`src/pkg/adcf_regs.svh`:
```
// register offsets, field positions, reset values and timing constants of the result formatter
`ifndef ADCF_REGS_SVH
`define ADCF_REGS_SVH
`define ADCF_OFS_RES_HI 8'h00
`define ADCF_OFS_RES_LO 8'h04
`define ADCF_OFS_CLK_CFG 8'h08
`define ADCF_OFS_IRQ_STAT 8'h0c
`define ADCF_OFS_IRQ_MASK 8'h10
`define ADCF_CFG_PS_HI 7
`define ADCF_CFG_PS_LO 5
`define ADCF_CFG_SRC 4
`define ADCF_CFG_MODE_HI 3
`define ADCF_CFG_MODE_LO 2
`define ADCF_CFG_RESET 8'h04
`define ADCF_CFG_WMASK 8'hfc
`define ADCF_IRQ_DONE 0
`define ADCF_IRQ_LOST 1
`define ADCF_IRQ_W 2
`define ADCF_PS_MAX 3'h4
`define ADCF_RESP_OKAY 2'h0
`define ADCF_RESP_SLVERR 2'h2
`endif

```
`src/pkg/adcf_pkg.sv`:
```
// types shared by the result formatter
`default_nettype none
package adcf_pkg;
  // placement of the 10-bit result in the two result bytes
  typedef enum logic [1:0] {
    ADCF_TRUNC,
    ADCF_RIGHT,
    ADCF_LEFT,
    ADCF_LSIGNED
  } adcf_mode_type;
endpackage
`default_nettype wire

```
`src/hdl/adcf_top.sv`:
```
// converter result formatting, read interlock, clock prescaler and axi4-lite registers
// Summary of operation
// - signed left mode: high byte is top eight bits, top bit inverted
// - signed left mode: low byte holds two lsbs at top, rest zero
// - justified modes: both bytes refresh on each finished conversion not dropped by the interlock
// - justified modes: reading high byte freezes low byte until low read
// - while high read pends without low read, new results are dropped
// - truncation: low byte holds eight msbs, high byte reads zero
// - truncation: low byte refreshes every conversion, no interlock
// - prescale field divides input clock by 1, 2, 4, 8, or 16
// - source bit set picks bus clock, clear picks oscillator; reset clear
// - justify field: 00 trunc, 01 right, 10 left, 11 left signed
// - reset returns justify field to right justified
// - right mode: high byte has two msbs, low byte eight lsbs
// - unsigned left mode: high byte eight msbs, low byte two lsbs
// - done flag stays set until the result data register is read
//
// Design decisions made here: the AXI4-Lite register port and the register offsets.
`timescale 1ns/100ps
`default_nettype none
`include "adcf_regs.svh"
module adcf_top (
  // clock and reset
  input wire logic CLK_I,
  input wire logic ARST_N_I,
  // converter side
  input wire logic CONV_DONE_I,
  input wire logic [9:0] CONV_RESULT_I,
  input wire logic OSC_CLK_I,
  output logic ADC_CLK_EN_O,
  output logic CONV_DONE_FLAG_O,
  output logic IRQ_O,
  // axi4-lite write
  input wire logic [7:0] S_AXI_AWADDR,
  input wire logic S_AXI_AWVALID,
  output logic S_AXI_AWREADY,
  input wire logic [31:0] S_AXI_WDATA,
  input wire logic [3:0] S_AXI_WSTRB,
  input wire logic S_AXI_WVALID,
  output logic S_AXI_WREADY,
  output logic [1:0] S_AXI_BRESP,
  output logic S_AXI_BVALID,
  input wire logic S_AXI_BREADY,
  // axi4-lite read
  input wire logic [7:0] S_AXI_ARADDR,
  input wire logic S_AXI_ARVALID,
  output logic S_AXI_ARREADY,
  output logic [31:0] S_AXI_RDATA,
  output logic [1:0] S_AXI_RRESP,
  output logic S_AXI_RVALID,
  input wire logic S_AXI_RREADY
);
  // ------------------------------------------------------------
  // reset release
  // ------------------------------------------------------------
  logic rst_meta_q, rst_n;
  // async assert, release through two flops
  always_ff @(posedge CLK_I or negedge ARST_N_I) begin
    if (!ARST_N_I) begin
      rst_meta_q <= 1'b0;
      rst_n <= 1'b0;
    end else begin
      rst_meta_q <= 1'b1;
      rst_n <= rst_meta_q;
    end
  end

  // ------------------------------------------------------------
  // axi4-lite slave
  // ------------------------------------------------------------
  logic awrdy_q, awrdy_d, wrdy_q, wrdy_d, bvld_q, bvld_d, wstb_q, wstb_d;
  logic [7:0] waddr_q, waddr_d, wdat_q, wdat_d, cfg_q, cfg_d, hi_q, hi_d, lo_q, lo_d;
  logic [1:0] bresp_q, bresp_d, rresp_q, rresp_d;
  logic arrdy_q, arrdy_d, rvld_q, rvld_d;
  logic [31:0] rdata_q, rdata_d;
  logic wr_go, rd_go;
  logic [`ADCF_IRQ_W-1:0] stat_q, stat_d, mask_q, mask_d;
  // address and data may come in either order; the write happens once both are held
  assign wr_go = !awrdy_q && !wrdy_q && !bvld_q;
  assign rd_go = S_AXI_ARVALID && arrdy_q;
  always_comb begin
    awrdy_d = awrdy_q;
    wrdy_d = wrdy_q;
    bvld_d = bvld_q;
    waddr_d = waddr_q;
    wdat_d = wdat_q;
    wstb_d = wstb_q;
    bresp_d = bresp_q;
    if (S_AXI_AWVALID && awrdy_q) begin
      awrdy_d = 1'b0;
      waddr_d = S_AXI_AWADDR;
    end
    if (S_AXI_WVALID && wrdy_q) begin
      wrdy_d = 1'b0;
      wdat_d = S_AXI_WDATA[7:0];
      wstb_d = S_AXI_WSTRB[0];
    end
    if (wr_go) begin
      bvld_d = 1'b1;
      bresp_d = (waddr_q == `ADCF_OFS_CLK_CFG || waddr_q == `ADCF_OFS_IRQ_MASK) ?
                `ADCF_RESP_OKAY : `ADCF_RESP_SLVERR;
    end
    if (bvld_q && S_AXI_BREADY) begin
      bvld_d = 1'b0;
      awrdy_d = 1'b1;
      wrdy_d = 1'b1;
    end
  end
  // read answer is built at the address handshake so side effects happen once
  always_comb begin
    arrdy_d = arrdy_q;
    rvld_d = rvld_q;
    rdata_d = rdata_q;
    rresp_d = rresp_q;
    if (rd_go) begin
      arrdy_d = 1'b0;
      rvld_d = 1'b1;
      rresp_d = `ADCF_RESP_OKAY;
      unique case (S_AXI_ARADDR)
        `ADCF_OFS_RES_HI: rdata_d = {24'h0, hi_q};
        `ADCF_OFS_RES_LO: rdata_d = {24'h0, lo_q};
        `ADCF_OFS_CLK_CFG: rdata_d = {24'h0, cfg_q};
        `ADCF_OFS_IRQ_STAT: rdata_d = {30'h0, stat_q};
        `ADCF_OFS_IRQ_MASK: rdata_d = {30'h0, mask_q};
        default: begin
          rdata_d = 32'h0;
          rresp_d = `ADCF_RESP_SLVERR;
        end
      endcase
    end
    if (rvld_q && S_AXI_RREADY) begin
      rvld_d = 1'b0;
      arrdy_d = 1'b1;
    end
  end
  always_ff @(posedge CLK_I or negedge rst_n) begin
    if (!rst_n) begin
      awrdy_q <= 1'b1;
      wrdy_q <= 1'b1;
      bvld_q <= 1'b0;
      waddr_q <= 8'h0;
      wdat_q <= 8'h0;
      wstb_q <= 1'b0;
      bresp_q <= `ADCF_RESP_OKAY;
      arrdy_q <= 1'b1;
      rvld_q <= 1'b0;
      rdata_q <= 32'h0;
      rresp_q <= `ADCF_RESP_OKAY;
    end else begin
      awrdy_q <= awrdy_d;
      wrdy_q <= wrdy_d;
      bvld_q <= bvld_d;
      waddr_q <= waddr_d;
      wdat_q <= wdat_d;
      wstb_q <= wstb_d;
      bresp_q <= bresp_d;
      arrdy_q <= arrdy_d;
      rvld_q <= rvld_d;
      rdata_q <= rdata_d;
      rresp_q <= rresp_d;
    end
  end
  assign S_AXI_AWREADY = awrdy_q;
  assign S_AXI_WREADY = wrdy_q;
  assign S_AXI_BVALID = bvld_q;
  assign S_AXI_BRESP = bresp_q;
  assign S_AXI_ARREADY = arrdy_q;
  assign S_AXI_RVALID = rvld_q;
  assign S_AXI_RDATA = rdata_q;
  assign S_AXI_RRESP = rresp_q;

  // ------------------------------------------------------------
  // result formatting and interlock
  // ------------------------------------------------------------
  adcf_pkg::adcf_mode_type mode;
  logic rd_hi, rd_lo, lock_q, lock_d, take, flag_q, flag_d, irq_q, irq_d;
  assign mode = adcf_pkg::adcf_mode_type'(cfg_q[`ADCF_CFG_MODE_HI:`ADCF_CFG_MODE_LO]);
  assign rd_hi = rd_go && S_AXI_ARADDR == `ADCF_OFS_RES_HI;
  assign rd_lo = rd_go && S_AXI_ARADDR == `ADCF_OFS_RES_LO;
  // a result landing with the high read is dropped, else the low byte would no longer pair with it
  assign take = CONV_DONE_I && (mode == adcf_pkg::ADCF_TRUNC || !(lock_q || rd_hi));
  always_comb begin
    hi_d = hi_q;
    lo_d = lo_q;
    lock_d = lock_q;
    if (take) begin
      unique case (mode)
        adcf_pkg::ADCF_TRUNC: begin
          hi_d = 8'h0;
          lo_d = CONV_RESULT_I[9:2];
        end
        adcf_pkg::ADCF_RIGHT: begin
          hi_d = {6'h0, CONV_RESULT_I[9:8]};
          lo_d = CONV_RESULT_I[7:0];
        end
        adcf_pkg::ADCF_LEFT: begin
          hi_d = CONV_RESULT_I[9:2];
          lo_d = {CONV_RESULT_I[1:0], 6'h0};
        end
        adcf_pkg::ADCF_LSIGNED: begin
          hi_d = {~CONV_RESULT_I[9], CONV_RESULT_I[8:2]};
          lo_d = {CONV_RESULT_I[1:0], 6'h0};
        end
      endcase
    end
    // a high read arms the lock, a low read releases it; truncation never locks
    if (rd_hi) lock_d = 1'b1;
    if (rd_lo || mode == adcf_pkg::ADCF_TRUNC) lock_d = 1'b0;
  end
  // done flag: a new conversion wins over the clearing read
  always_comb begin
    flag_d = flag_q;
    if (rd_hi || rd_lo) flag_d = 1'b0;
    if (CONV_DONE_I) flag_d = 1'b1;
  end
  // sticky events: read of status clears, an event in the same cycle survives
  always_comb begin
    stat_d = stat_q;
    if (rd_go && S_AXI_ARADDR == `ADCF_OFS_IRQ_STAT) stat_d = '0;
    if (take) stat_d[`ADCF_IRQ_DONE] = 1'b1;
    if (CONV_DONE_I && !take) stat_d[`ADCF_IRQ_LOST] = 1'b1;
    irq_d = |(stat_d & mask_d);
  end
  // configuration and mask writes, low byte lane only
  always_comb begin
    cfg_d = cfg_q;
    mask_d = mask_q;
    if (wr_go && wstb_q && waddr_q == `ADCF_OFS_CLK_CFG) cfg_d = wdat_q & `ADCF_CFG_WMASK;
    if (wr_go && wstb_q && waddr_q == `ADCF_OFS_IRQ_MASK) mask_d = wdat_q[`ADCF_IRQ_W-1:0];
  end
  always_ff @(posedge CLK_I or negedge rst_n) begin
    if (!rst_n) begin
      hi_q <= 8'h0;
      lo_q <= 8'h0;
      lock_q <= 1'b0;
      flag_q <= 1'b0;
      stat_q <= '0;
      mask_q <= '0;
      irq_q <= 1'b0;
      cfg_q <= `ADCF_CFG_RESET;
    end else begin
      hi_q <= hi_d;
      lo_q <= lo_d;
      lock_q <= lock_d;
      flag_q <= flag_d;
      stat_q <= stat_d;
      mask_q <= mask_d;
      irq_q <= irq_d;
      cfg_q <= cfg_d;
    end
  end
  assign CONV_DONE_FLAG_O = flag_q;
  assign IRQ_O = irq_q;

  // ------------------------------------------------------------
  // converter clock prescaler
  // ------------------------------------------------------------
  // the oscillator is sampled, so it must run below half the bus clock
  logic osc_q, tick, en_q, en_d;
  logic [2:0] ps;
  logic [3:0] cnt_q, cnt_d, last;
  assign ps = cfg_q[`ADCF_CFG_PS_HI:`ADCF_CFG_PS_LO];
  assign tick = cfg_q[`ADCF_CFG_SRC] ? 1'b1 : (OSC_CLK_I && !osc_q);
  assign last = 4'((5'h1 << ((ps > `ADCF_PS_MAX) ? `ADCF_PS_MAX : ps)) - 5'h1);
  always_comb begin
    cnt_d = cnt_q;
    en_d = 1'b0;
    if (tick) begin
      en_d = (cnt_q >= last);
      cnt_d = en_d ? 4'h0 : cnt_q + 4'h1;
    end
  end
  always_ff @(posedge CLK_I or negedge rst_n) begin
    if (!rst_n) begin
      osc_q <= 1'b0;
      cnt_q <= 4'h0;
      en_q <= 1'b0;
    end else begin
      osc_q <= OSC_CLK_I;
      cnt_q <= cnt_d;
      en_q <= en_d;
    end
  end
  assign ADC_CLK_EN_O = en_q;
endmodule
`default_nettype wire

```
`config.mk`:
```
export PLATFORM = sky130hd
export DESIGN_NAME = adcf_top
export DESIGN_NICKNAME = d
export VERILOG_FILES = /design/src/pkg/adcf_pkg.sv /design/src/hdl/adcf_top.sv
export VERILOG_INCLUDE_DIRS = /design/src /design/src/pkg
export SDC_FILE = /design/constraint.sdc
export NUM_CORES = 1
export LEC_CHECK = 0
export BUFFER_PORTS_ARGS = -buffer_cell sky130_fd_sc_hd__buf_4
export CORE_ASPECT_RATIO = 0.75
export CORE_MARGIN = 2
export CORE_UTILIZATION = 35
export CTS_BUF_LIST = sky130_fd_sc_hd__clkbuf_8 sky130_fd_sc_hd__clkbuf_16
export DETAILED_ROUTE_END_ITERATION = 7
export GPL_TIMING_DRIVEN = 1
export SYNTH_ARGS = -nofsm -noshare
export SYNTH_HDL_FRONTEND = slang
export SYNTH_SLANG_ARGS = --single-unit
```
`constraint.sdc`:
```
create_clock -name CLK_I -period 4.3 [get_ports CLK_I]
set_input_delay 0 -clock CLK_I [delete_from_list [all_inputs] [get_ports CLK_I]]
set_output_delay 0 -clock CLK_I [all_outputs]
set_load 0.005 [all_outputs]
```
==> results.sh, run 1 <==
export IMPL_setup_viol=0
export IMPL_rsz0062_at_grt="false"
export IMPL_place_congestion=0.757
export IMPL_worstMarginPinSlew_ns=0.733
export IMPL_switchingPower_uw=548
export IMPL_slew_violations=0
export IMPL_cp_max_fo=4
export IMPL_start_kind="flop"
export IMPL_synth_seq_cells=69
export IMPL_leakage_nw=2.13
export IMPL_row_count=31
export IMPL_gr_usage_all_layers_pct=13.9
export IMPL_min_period_ns=2.24
export IMPL_cp_arrival_ns=2.45
export IMPL_grt_pass1_wl_um=12000
export IMPL_nNetsFinal=480
export IMPL_vdd_drop_max_mv=0.270
export IMPL_root_buffer="clkbuf_16"
export IMPL_port_buffers=61
export IMPL_rrSetupSlack_ns=2.06
export IMPL_crit_required_ns=4.51
export IMPL_wire_per_inst_um=13.6
export IMPL_cts_buffers=9
export IMPL_ios=115
export IMPL_min_period_over_period_pct=52.1
export IMPL_cts_path_max_buffers=2
export IMPL_synth_seq_area_share_pct=48.6
export IMPL_dp_cells=490
export IMPL_swShare_pct=26.9
export IMPL_final_cell_count_no_fill=541
export IMPL_syn_area_um2=3560
export IMPL_final_layout_size_suffix_gt1_share_pct=32.3
export IMPL_final_setup_skew_ns=0.00540
export IMPL_num_antenna_cells=0
export IMPL_fillers=949
export IMPL_htreeDepth=3
export IMPL_comb_power_share_pct=21.9
export IMPL_fmax_mhz=446
export IMPL_ys_warnings_count=0
export IMPL_grt_pass1_vias=2444
export IMPL_drv_cap=0
export IMPL_pwr_share_seq_pct=45.6
export IMPL_die_w_um=121
export IMPL_clock_sinks=69
export IMPL_synth_edff_count=0
export IMPL_worst_setup_path_end_kind="flop"
export IMPL_async_flop_share_pct=100
export IMPL_status="finished, final reports clean"
export IMPL_drc=0
export IMPL_place_hpwl_um=5260
export IMPL_critical_path_class="reg2reg"
export IMPL_firstDrtPassIters=4
export IMPL_cts_tree="yes"
export IMPL_vias_per_cell=4.68
export IMPL_start_util_pct=36.5
export IMPL_grt_start_max_net_pins=38
export IMPL_p_int_mw=1.49
export IMPL_core_area_um2=9770
export IMPL_avgSynthCellArea_um2=11.6
export IMPL_pwr_density_cell_nw_per_um2=439
export IMPL_antenna_found_initial=0
export IMPL_synth_top_flop_cell="dfrtp_1"
export IMPL_worst_skew_pair_late_latency_ns=0.33
export IMPL_path_clk_slew_ns=0.05
export IMPL_syn_inst=307
export IMPL_syn2layout_area_growth_pct=30.1
export IMPL_initialDrtViolationCount=114
export IMPL_clkPwrFrac_pct=32.5
export IMPL_fp_dieArea_um2=11000
export IMPL_hold_class="in2reg"
export IMPL_setup_tns_final_ns=0
export IMPL_seq_area_um2=1730
export IMPL_ys_types=53
export IMPL_grt_overflow=0
export IMPL_vias=2530
export IMPL_max_slew_margin_pct=51.1
export IMPL_drt_total_wl_um=7360
export IMPL_die_h_um=91.4
export IMPL_ant_nets=0
export IMPL_ctsResizeCount=0
export IMPL_multi_input_area_um2=1580
export IMPL_hold_violations=0
-- sequential cells by signal, indices dropped and copies added (netlist names), 2 cells and up --
register	count
stat_q	2
waddr_q	8
mask_q	2
hi_q	8
S_AXI_RDATA	8
wdat_q	8
cfg_q	6
cnt_q	4
lo_q	8
-- logic make-up (layout without fill, tap and decap cells) --
group / after synthesis / count (layout) / synth area share (%)
AOI/OAI and AO/OA: 47 / 47 / 9.62
DFF: 69 / 69 / 48.6
adders and majority gates: 5 / 5 / 1.76
and+or+nand+nor: 69 / 69 / 11.5
other: 2 / 27 / 0.211
muxes: 59 / 59 / 18.2
xor gates and xnor gates: 2 / 2 / 0.491
buffers and inverters: 54 / 131 / 9.65
-- power groups by stage --
stage | clock [mW] | sequential (mW) | combinational (mW)
finish | 0.661 | 0.929 | 0.446
global route | 0.715 | 0.953 | 0.495
CTS | 0.682 | 0.930 | 0.451
detailed placement | 0 | 0.940 | 0.413
global placement | 0 | 0.933 | 0.402
floorplan | 0 | 0.898 | 0.325
-- worst paths after layout --
check                                     start                   endpoint  cells after the start
max in group asynchronous       rst_n$_DFF_PN0_  S_AXI_ARREADY$_DFFE_PN1P_                      1
hold reg to reg                 rst_n$_DFF_PN0_      wdat_q[7]$_DFFE_PN0P_                      0
min in group asynchronous       rst_n$_DFF_PN0_      wdat_q[7]$_DFFE_PN0P_                      0
setup / recovery           cfg_q[5]$_DFFE_PN0P_       cnt_q[2]$_DFFE_PN0N_                      6
hold / removal                 CONV_RESULT_I[1]        lo_q[7]$_DFFE_PN0P_                      4
setup reg to reg           cfg_q[5]$_DFFE_PN0P_       cnt_q[2]$_DFFE_PN0N_                      6
-- synthesized netlist by cell type, types with 2 or more instances --
cell type,instances,area [um^2]
and4_2,2,20.0
nor3_1,3,15.0
a22o_2,2,20.0
ha_1,5,62.6
a32oi_1,3,26.3
inv_1,18,67.6
a22o_1,6,52.6
clkbuf_8,2,27.5
buf_4,27,203
o21ai_0,20,100
o21a_1,2,15.0
nor2_1,13,48.8
nand2_1,25,93.8
nor4_4,2,42.5
conb_1,2,7.51
nand4_1,3,18.8
mux2_4,4,60.1
mux2i_1,25,250
clkbuf_1,4,15.0
nor4_1,2,12.5
nand2b_1,3,18.8
or2_2,2,12.5
dfstp_2,4,105
mux2_2,30,338
a21oi_1,5,25.0
dfrtp_1,65,1630
xor2_1,2,17.5
-- area by class of cell --
class	count	share of cell area, %
multi-input combinational	209	34.1
timing repair buffer	97	17.6
tap	132	3.56
clock inverter	5	0.459
inverter	18	1.46
sequential	69	37.4
clock buffer	11	5.45
-- layer usage --
metal | up-vias | routed length, um | global-route usage (%)
met4 | 0 | 44 | 3.29
li1 | 1229 | - | -
met2 | 71 | 3260 | 19.9
met3 | 5 | 465 | 5.72
met5 | - | 0 | 0
met1 | 1225 | 3580 | 19.4
-- repair_timing --
item,in CTS,in global routing
hold endpoints to repair,33,0
hold buffers,35,0
endpoints found under the setup margin,0,0
setup buffers,0,0
-- critical path, stage by stage (launching register included) --
cell,delay [ns]
dfrtp_1,0.41
or3_1,0.38
ha_1,0.27
nand2b_1,0.15
a2111oi_2,0.48
nor2_1,0.15
o311ai_0,0.29
-- through the flow --
stage,util [%],power [mW],hold slack (ns),area (um^2),setup slack [ns]
finish,47.5,2.04,0.0386,4640,2.06
global route,47.5,2.16,0.0589,4640,1.82
CTS,47.5,2.06,0.0330,4640,2.01
detailed placement,41.1,1.35,-0.215,4010,2.00
global placement,41.1,1.33,-0.217,4010,2.04
floorplan,-,1.22,-0.296,3660,2.23
-- cell usage in the layout (no fill, tap or decap), types with 6 or more instances in the layout --
| cell type | Yosys | final |
|---|---|---|
| clkbuf_16 | 0 | 9 |
| nor2_1 | 13 | 13 |
| buf_4 | 27 | 62 |
| o21ai_0 | 20 | 20 |
| mux2i_1 | 25 | 25 |
| nand2_1 | 25 | 25 |
| inv_1 | 18 | 21 |
| mux2_2 | 30 | 30 |
| conb_1 | 2 | 27 |
| a22o_1 | 6 | 6 |
| dfrtp_1 | 65 | 64 |
| dlygate4sd3_1 | 0 | 35 |
Note: power is estimated with default switching activity, not from simulation.
==> inputs of run 2 (changes only) <==
==> constraint.sdc (replaced) <==
create_clock -name CLK_I -period 1.9 [get_ports CLK_I]
set_input_delay 0 -clock CLK_I [delete_from_list [all_inputs] [get_ports CLK_I]]
set_output_delay 0 -clock CLK_I [all_outputs]
set_load 0.005 [all_outputs]
==> run 2 against run 1 <==
The run now ends with negative setup slack left. Maximum frequency is 18% higher. First-iteration DRC count is 22% lower. Clock skew rose by 0.0023 ns. Critical path type unchanged.
==> results.sh, run 2 (synthesis results as in run 1) <==
export IMPL_status="finished, violations left"
export IMPL_vdd_drop_max_mv=0.624
export IMPL_drc=0
export IMPL_final_cell_count_no_fill=552
export IMPL_start_kind="flop"
export IMPL_fp_dieArea_um2=11000
export IMPL_cp_arrival_ns=2.13
export IMPL_wl_met1_um=3670
export IMPL_die_h_um=91.4
export IMPL_row_count=31
export IMPL_worst_skew_pair_late_latency_ns=0.33
export IMPL_place_hpwl_um=5330
export IMPL_pwr_density_cell_nw_per_um2=1060
export IMPL_cts_tree="yes"
export IMPL_grt_overflow=0
export IMPL_place_congestion=0.756
export IMPL_cts_path_max_buffers=2
export IMPL_cp_max_fo=3
export IMPL_num_antenna_cells=0
export IMPL_rsz0062_at_grt="true"
export IMPL_power_mw=5.12
export IMPL_slew_violations=0
export IMPL_firstDrtPassIters=4
export IMPL_layout_common_cells="buf_4, dfrtp_1, dlygate4sd3_1, mux2_2, conb_1"
export IMPL_root_buffer="clkbuf_16"
export IMPL_min_period_over_period_pct=100
export IMPL_path_clk_slew_ns=0.06
export IMPL_wire_per_inst_um=13.4
export IMPL_start_util_pct=36.5
export IMPL_dr_wl_met3_um=418
export IMPL_final_layout_size_suffix_gt1_share_pct=35.0
export IMPL_core_area_um2=9770
export IMPL_hold_violations=0
export IMPL_cts_buffers=9
export IMPL_crit_required_ns=2.13
export IMPL_nNetsFinal=491
export IMPL_violations="negative setup slack"
export IMPL_fin_ws_ns=-0.00161
export IMPL_clock_sinks=69
export IMPL_setup_tns_final_ns=-0.00161
export IMPL_syn2layout_area_growth_pct=35.7
export IMPL_drv_cap=0
export IMPL_fmax_mhz=526
export IMPL_worst_setup_path_end_kind="flop"
export IMPL_htreeDepth=3
export IMPL_highest_layer="met4"
export IMPL_dr_wl_met2_um=3280
export IMPL_layout_commonest_cell="buf_4"
export IMPL_grt_pass1_vias=2552
export IMPL_setup_viol=1
export IMPL_min_period_ns=1.90
export IMPL_initialDrtViolationCount=89
export IMPL_post_cts_buffers=0
export IMPL_final_setup_skew_ns=0.00773
export IMPL_dp_cells=501
export IMPL_ios=115
export IMPL_antenna_found_initial=0
export IMPL_grt_start_max_net_pins=68
export IMPL_drt_total_wl_um=7420
export IMPL_post_place_ws_ns=-0.194
export IMPL_port_buffers=61
export IMPL_critical_path_class="reg2reg"
export IMPL_vias=2501
export IMPL_die_w_um=121
export IMPL_grt_pass1_wl_um=12400
export IMPL_vias_per_cell=4.53
export IMPL_ant_nets=0
export IMPL_hold_class="in2reg"
export IMPL_gr_usage_all_layers_pct=14.4
export IMPL_fillers=898
export IMPL_leakage_nw=2.23
run 2: cell types whose count changed in the layout (fill, tap and decap cells not counted), moves of 2 or more:
cell / previous run / this run
inv_1: 21 / 19
buf_12: 0 / 2
buf_4: 62 / 71
clkbuf_8: 2 / 0
o21ai_0: 20 / 18
bufinv_16: 0 / 3
run 2: critical path, stage by stage, from the launching register on:
cell       delay, ns
dfrtp_1         0.37
or3_1           0.37
ha_1            0.28
nand2b_4        0.15
a2111oi_4       0.30
nor2_1          0.12
o311ai_1        0.22
run 2: per-layer routing:
layer	vias to the layer above	GRT usage [%]
li1	1246	-
met4	0	4.65
met2	64	21.0
met5	-	0
met1	1187	20.1
met3	4	4.84
run 2: timing repair:
item | in CTS | in global routing
endpoints found under the setup margin | 4 | 3
resized for setup | 3 | 2
pin swaps | 1 | 1
endpoints found under the hold margin | 34 | 0
hold buffers | 35 | 0
run 2: layout make-up:
| class | count | area (um^2) | share of cell area [%] |
|---|---|---|---|
| clock buffers | 9 | 225 | 4.66 |
| multi-input cells | 209 | 1610 | 33.2 |
| inverters | 18 | 67.6 | 1.40 |
| repair buffers | 108 | 923 | 19.1 |
| well taps | 132 | 165 | 3.42 |
| flip-flops and latches | 69 | 1730 | 35.8 |
| clock inverters | 7 | 115 | 2.38 |
run 2: final timing paths:
check	start	endpoint	slack, ns	cells after the start
min in group asynchronous	rst_n$_DFF_PN0_	wdat_q[4]$_DFFE_PN0P_	0.27	1
hold / removal	CONV_RESULT_I[0]	lo_q[6]$_DFFE_PN0P_	0.05	4
setup reg to reg	cfg_q[5]$_DFFE_PN0P_	cnt_q[2]$_DFFE_PN0N_	-0.002	6
setup / recovery	cfg_q[5]$_DFFE_PN0P_	cnt_q[2]$_DFFE_PN0N_	-0.002	6
max in group asynchronous	ARST_N_I	rst_n$_DFF_PN0_	1.25	3
hold reg to reg	rst_n$_DFF_PN0_	wdat_q[4]$_DFFE_PN0P_	0.27	1
run 2: through the flow:
step	utilization (%)	hold slack, ns	instance area, um^2
2_1_floorplan	-	-0.296	3670
3_3_place_gp	42.3	-0.218	4130
3_5_place_dp	42.3	-0.216	4130
4_1_cts	49.4	0.0384	4830
5_1_grt	49.5	0.0406	4840
6_report	49.5	0.0502	4840
run 2: power breakdown:
| part | switching (mW) | internal [mW] | total (mW) |
|---|---|---|---|
| sequential | 0.225 | 1.83 | 2.05 |
| clock | 0.609 | 1.28 | 1.89 |
| combinational | 0.481 | 0.701 | 1.18 |
==> inputs of run 3 (changes only) <==
--- a/config.mk
+++ b/config.mk
@@ -8,11 +8,12 @@
 export LEC_CHECK = 0
 export BUFFER_PORTS_ARGS = -buffer_cell sky130_fd_sc_hd__buf_4
 export CORE_ASPECT_RATIO = 0.75
-export CORE_MARGIN = 2
+export CORE_MARGIN = 5
 export CORE_UTILIZATION = 35
 export CTS_BUF_LIST = sky130_fd_sc_hd__clkbuf_8 sky130_fd_sc_hd__clkbuf_16
 export DETAILED_ROUTE_END_ITERATION = 7
 export GPL_TIMING_DRIVEN = 1
+export PLACE_DENSITY_LB_ADDON = 0.1
 export SYNTH_ARGS = -nofsm -noshare
 export SYNTH_HDL_FRONTEND = slang
 export SYNTH_SLANG_ARGS = --single-unit
==> run 3 against run 2 <==
The flow still finishes with violations (negative setup slack). Sequential share of layout area is 0.065 points lower. Clock power about the same. Utilization is 0.11 points lower. Sequential cell count stayed put. Setup slack worse by 0.031 ns. Cell count unchanged. Non-clock buffer count is the same. Clock skew decreased by 0.0034 ns. Critical path depth up 1. Combinational power grew 4%. Design area increased by 0.18%. Register-to-register slack got worse by 0.03 ns. Highest routed layer unchanged.
==> results.sh, run 3 (synthesis results as in run 1) <==
export IMPL_pwr_density_cell_nw_per_um2=1060
export IMPL_vias_per_cell=4.55
export IMPL_pwr_share_seq_pct=39.9
export IMPL_vias=2509
export IMPL_swShare_pct=26.0
export IMPL_path_clk_slew_ns=0.06
export IMPL_ant_nets=0
export IMPL_setup_viol=5
export IMPL_critical_path_class="reg2reg"
export IMPL_min_period_over_period_pct=102
export IMPL_violations="negative setup slack"
export IMPL_drv_cap=0
export IMPL_wire_per_inst_um=14.3
export IMPL_fin_ws_ns=-0.0327
export IMPL_initialDrtViolationCount=107
export IMPL_fmax_mhz=517
export IMPL_hold_violations=0
export IMPL_hold_class="in2reg"
export IMPL_switchingPower_mw=1.33
export IMPL_final_cell_area_um2=4840
export IMPL_nNetsFinal=491
export IMPL_core_area_um2=9810
export IMPL_layout_common_cells="buf_4, dfrtp_1, dlygate4sd3_1, mux2_2, conb_1"
export IMPL_worst_setup_path_end_kind="flop"
export IMPL_comb_power_share_pct=23.9
export IMPL_cp_arrival_ns=2.13
export IMPL_htreeDepth=3
export IMPL_grt_pass1_wl_um=13100
export IMPL_clock_sinks=69
export IMPL_gr_usage_all_layers_pct=13.2
export IMPL_die_w_um=127
export IMPL_cp_max_fo=3
export IMPL_worst_skew_pair_late_latency_ns=0.33
export IMPL_p_int_mw=3.80
export IMPL_grt_start_max_net_pins=68
export IMPL_worstMarginPinSlew_ns=0.500
export IMPL_max_slew_margin_pct=66.5
export IMPL_antenna_found_initial=0
export IMPL_drc=0
export IMPL_die_h_um=97.4
export IMPL_place_hpwl_um=5580
export IMPL_grt_pass1_vias=2514
export IMPL_place_congestion=0.756
export IMPL_cts_buffers=9
export IMPL_postPlaceCellArea_um2=4130
export IMPL_firstDrtPassIters=4
export IMPL_cts_path_max_buffers=2
export IMPL_vdd_drop_max_mv=0.570
export IMPL_cp_slowest_cell="or3_1"
export IMPL_cts_tree="yes"
export IMPL_crit_required_ns=2.10
export IMPL_clkPwrFrac_pct=36.2
export IMPL_rsz0062_at_grt="true"
export IMPL_grt_overflow=0
export IMPL_path_cells="or3_1, ha_1, nand2b_4, a2111oi_4, buf_4, buf_6, nor3_2"
export IMPL_leakage_nw=2.23
export IMPL_syn2layout_area_growth_pct=35.9
export IMPL_fp_dieArea_um2=12300
export IMPL_start_kind="flop"
export IMPL_slowest_delay_ns=0.38
export IMPL_root_buffer="clkbuf_16"
export IMPL_port_buffers=61
export IMPL_start_util_pct=36.3
export IMPL_final_core_util_pct=49.4
export IMPL_layout_commonest_cell="buf_4"
export IMPL_status="finished, violations left"
export IMPL_final_setup_skew_ns=0.00437
export IMPL_row_count=31
export IMPL_slew_violations=0
export IMPL_final_layout_size_suffix_gt1_share_pct=35.7
export IMPL_min_period_ns=1.93
export IMPL_drt_total_wl_um=7880
export IMPL_num_antenna_cells=0
export IMPL_ios=115
[run 3: through the flow]
step                hold WS (ns)  worst slack [ns]  TNS (ns)  total power, mW  instances
floorplan                 -0.296            -0.123    -0.123             2.78        332
global placement          -0.216            -0.105    -0.345             3.14        501
detailed placement        -0.214            -0.163    -0.575             3.17        501
CTS                       0.0436           -0.0372    -0.158             5.18        552
global route              0.0649            -0.118    -0.518             5.44        552
finish                    0.0519           -0.0327    -0.119             5.14        552
[run 3: per-layer routing]
layer	share of wire [%]	routed length (um)	GRT usage [%]
met1	49	3890	19.3
met2	43	3380	18.7
met3	6.6	521	4.40
met4	1.1	84	3.46
met5	0	0	0
[run 3: cell type report]
class | count | area, um^2
Clock inverter | 4 | 71.3
Inverter | 18 | 67.6
Sequential cell | 69 | 1730
Clock buffer | 12 | 267
Multi-Input combinational cell | 209 | 1620
Tap cell | 132 | 165
Timing Repair Buffer | 108 | 925
Fill cell | 947 | 4970
[run 3: what timing repair did]
item / 4_1_cts / 5_1_grt
hold endpoints to repair: 34 / 0
hold buffers: 34 / 0
pin swaps: 8 / 0
resized for setup: 9 / 2
buffers inserted: 1 / 0
endpoints found under the setup margin: 5 / 10
[run 3: final timing paths]
| check | startpoint | to | slack, ns | cells after the start |
|---|---|---|---|---|
| setup / recovery | cfg_q[7]$_DFFE_PN0P_ | ADC_CLK_EN_O$_DFF_PN0_ | -0.03 | 7 |
| hold / removal | CONV_RESULT_I[0] | lo_q[6]$_DFFE_PN0P_ | 0.05 | 4 |
| setup reg to reg | cfg_q[7]$_DFFE_PN0P_ | ADC_CLK_EN_O$_DFF_PN0_ | -0.03 | 7 |
| hold reg to reg | rst_n$_DFF_PN0_ | wdat_q[4]$_DFFE_PN0P_ | 0.28 | 1 |
| max in group asynchronous | ARST_N_I | rst_n$_DFF_PN0_ | 1.24 | 3 |
| min in group asynchronous | rst_n$_DFF_PN0_ | wdat_q[4]$_DFFE_PN0P_ | 0.28 | 1 |
[run 3: worst max-delay path: cells and delay by family, from the launching register on]
family	cells	cell delay, ns
buffers and inverters	2	0.28
adders and majority gates	1	0.30
AOI/OAI and AO/OA	1	0.31
and+or+nand+nor	3	0.57
DFF	1	0.37
[run 3: power by group through the flow]
stage / Combinational (mW) / Sequential, mW / Clock (mW)
final: 1.23 / 2.05 / 1.86
after CTS: 1.23 / 2.05 / 1.91
after detailed placement: 1.10 / 2.07 / 0
after global placement: 1.08 / 2.06 / 0
after global routing: 1.36 / 2.10 / 1.98
after floorplan: 0.750 / 2.03 / 0
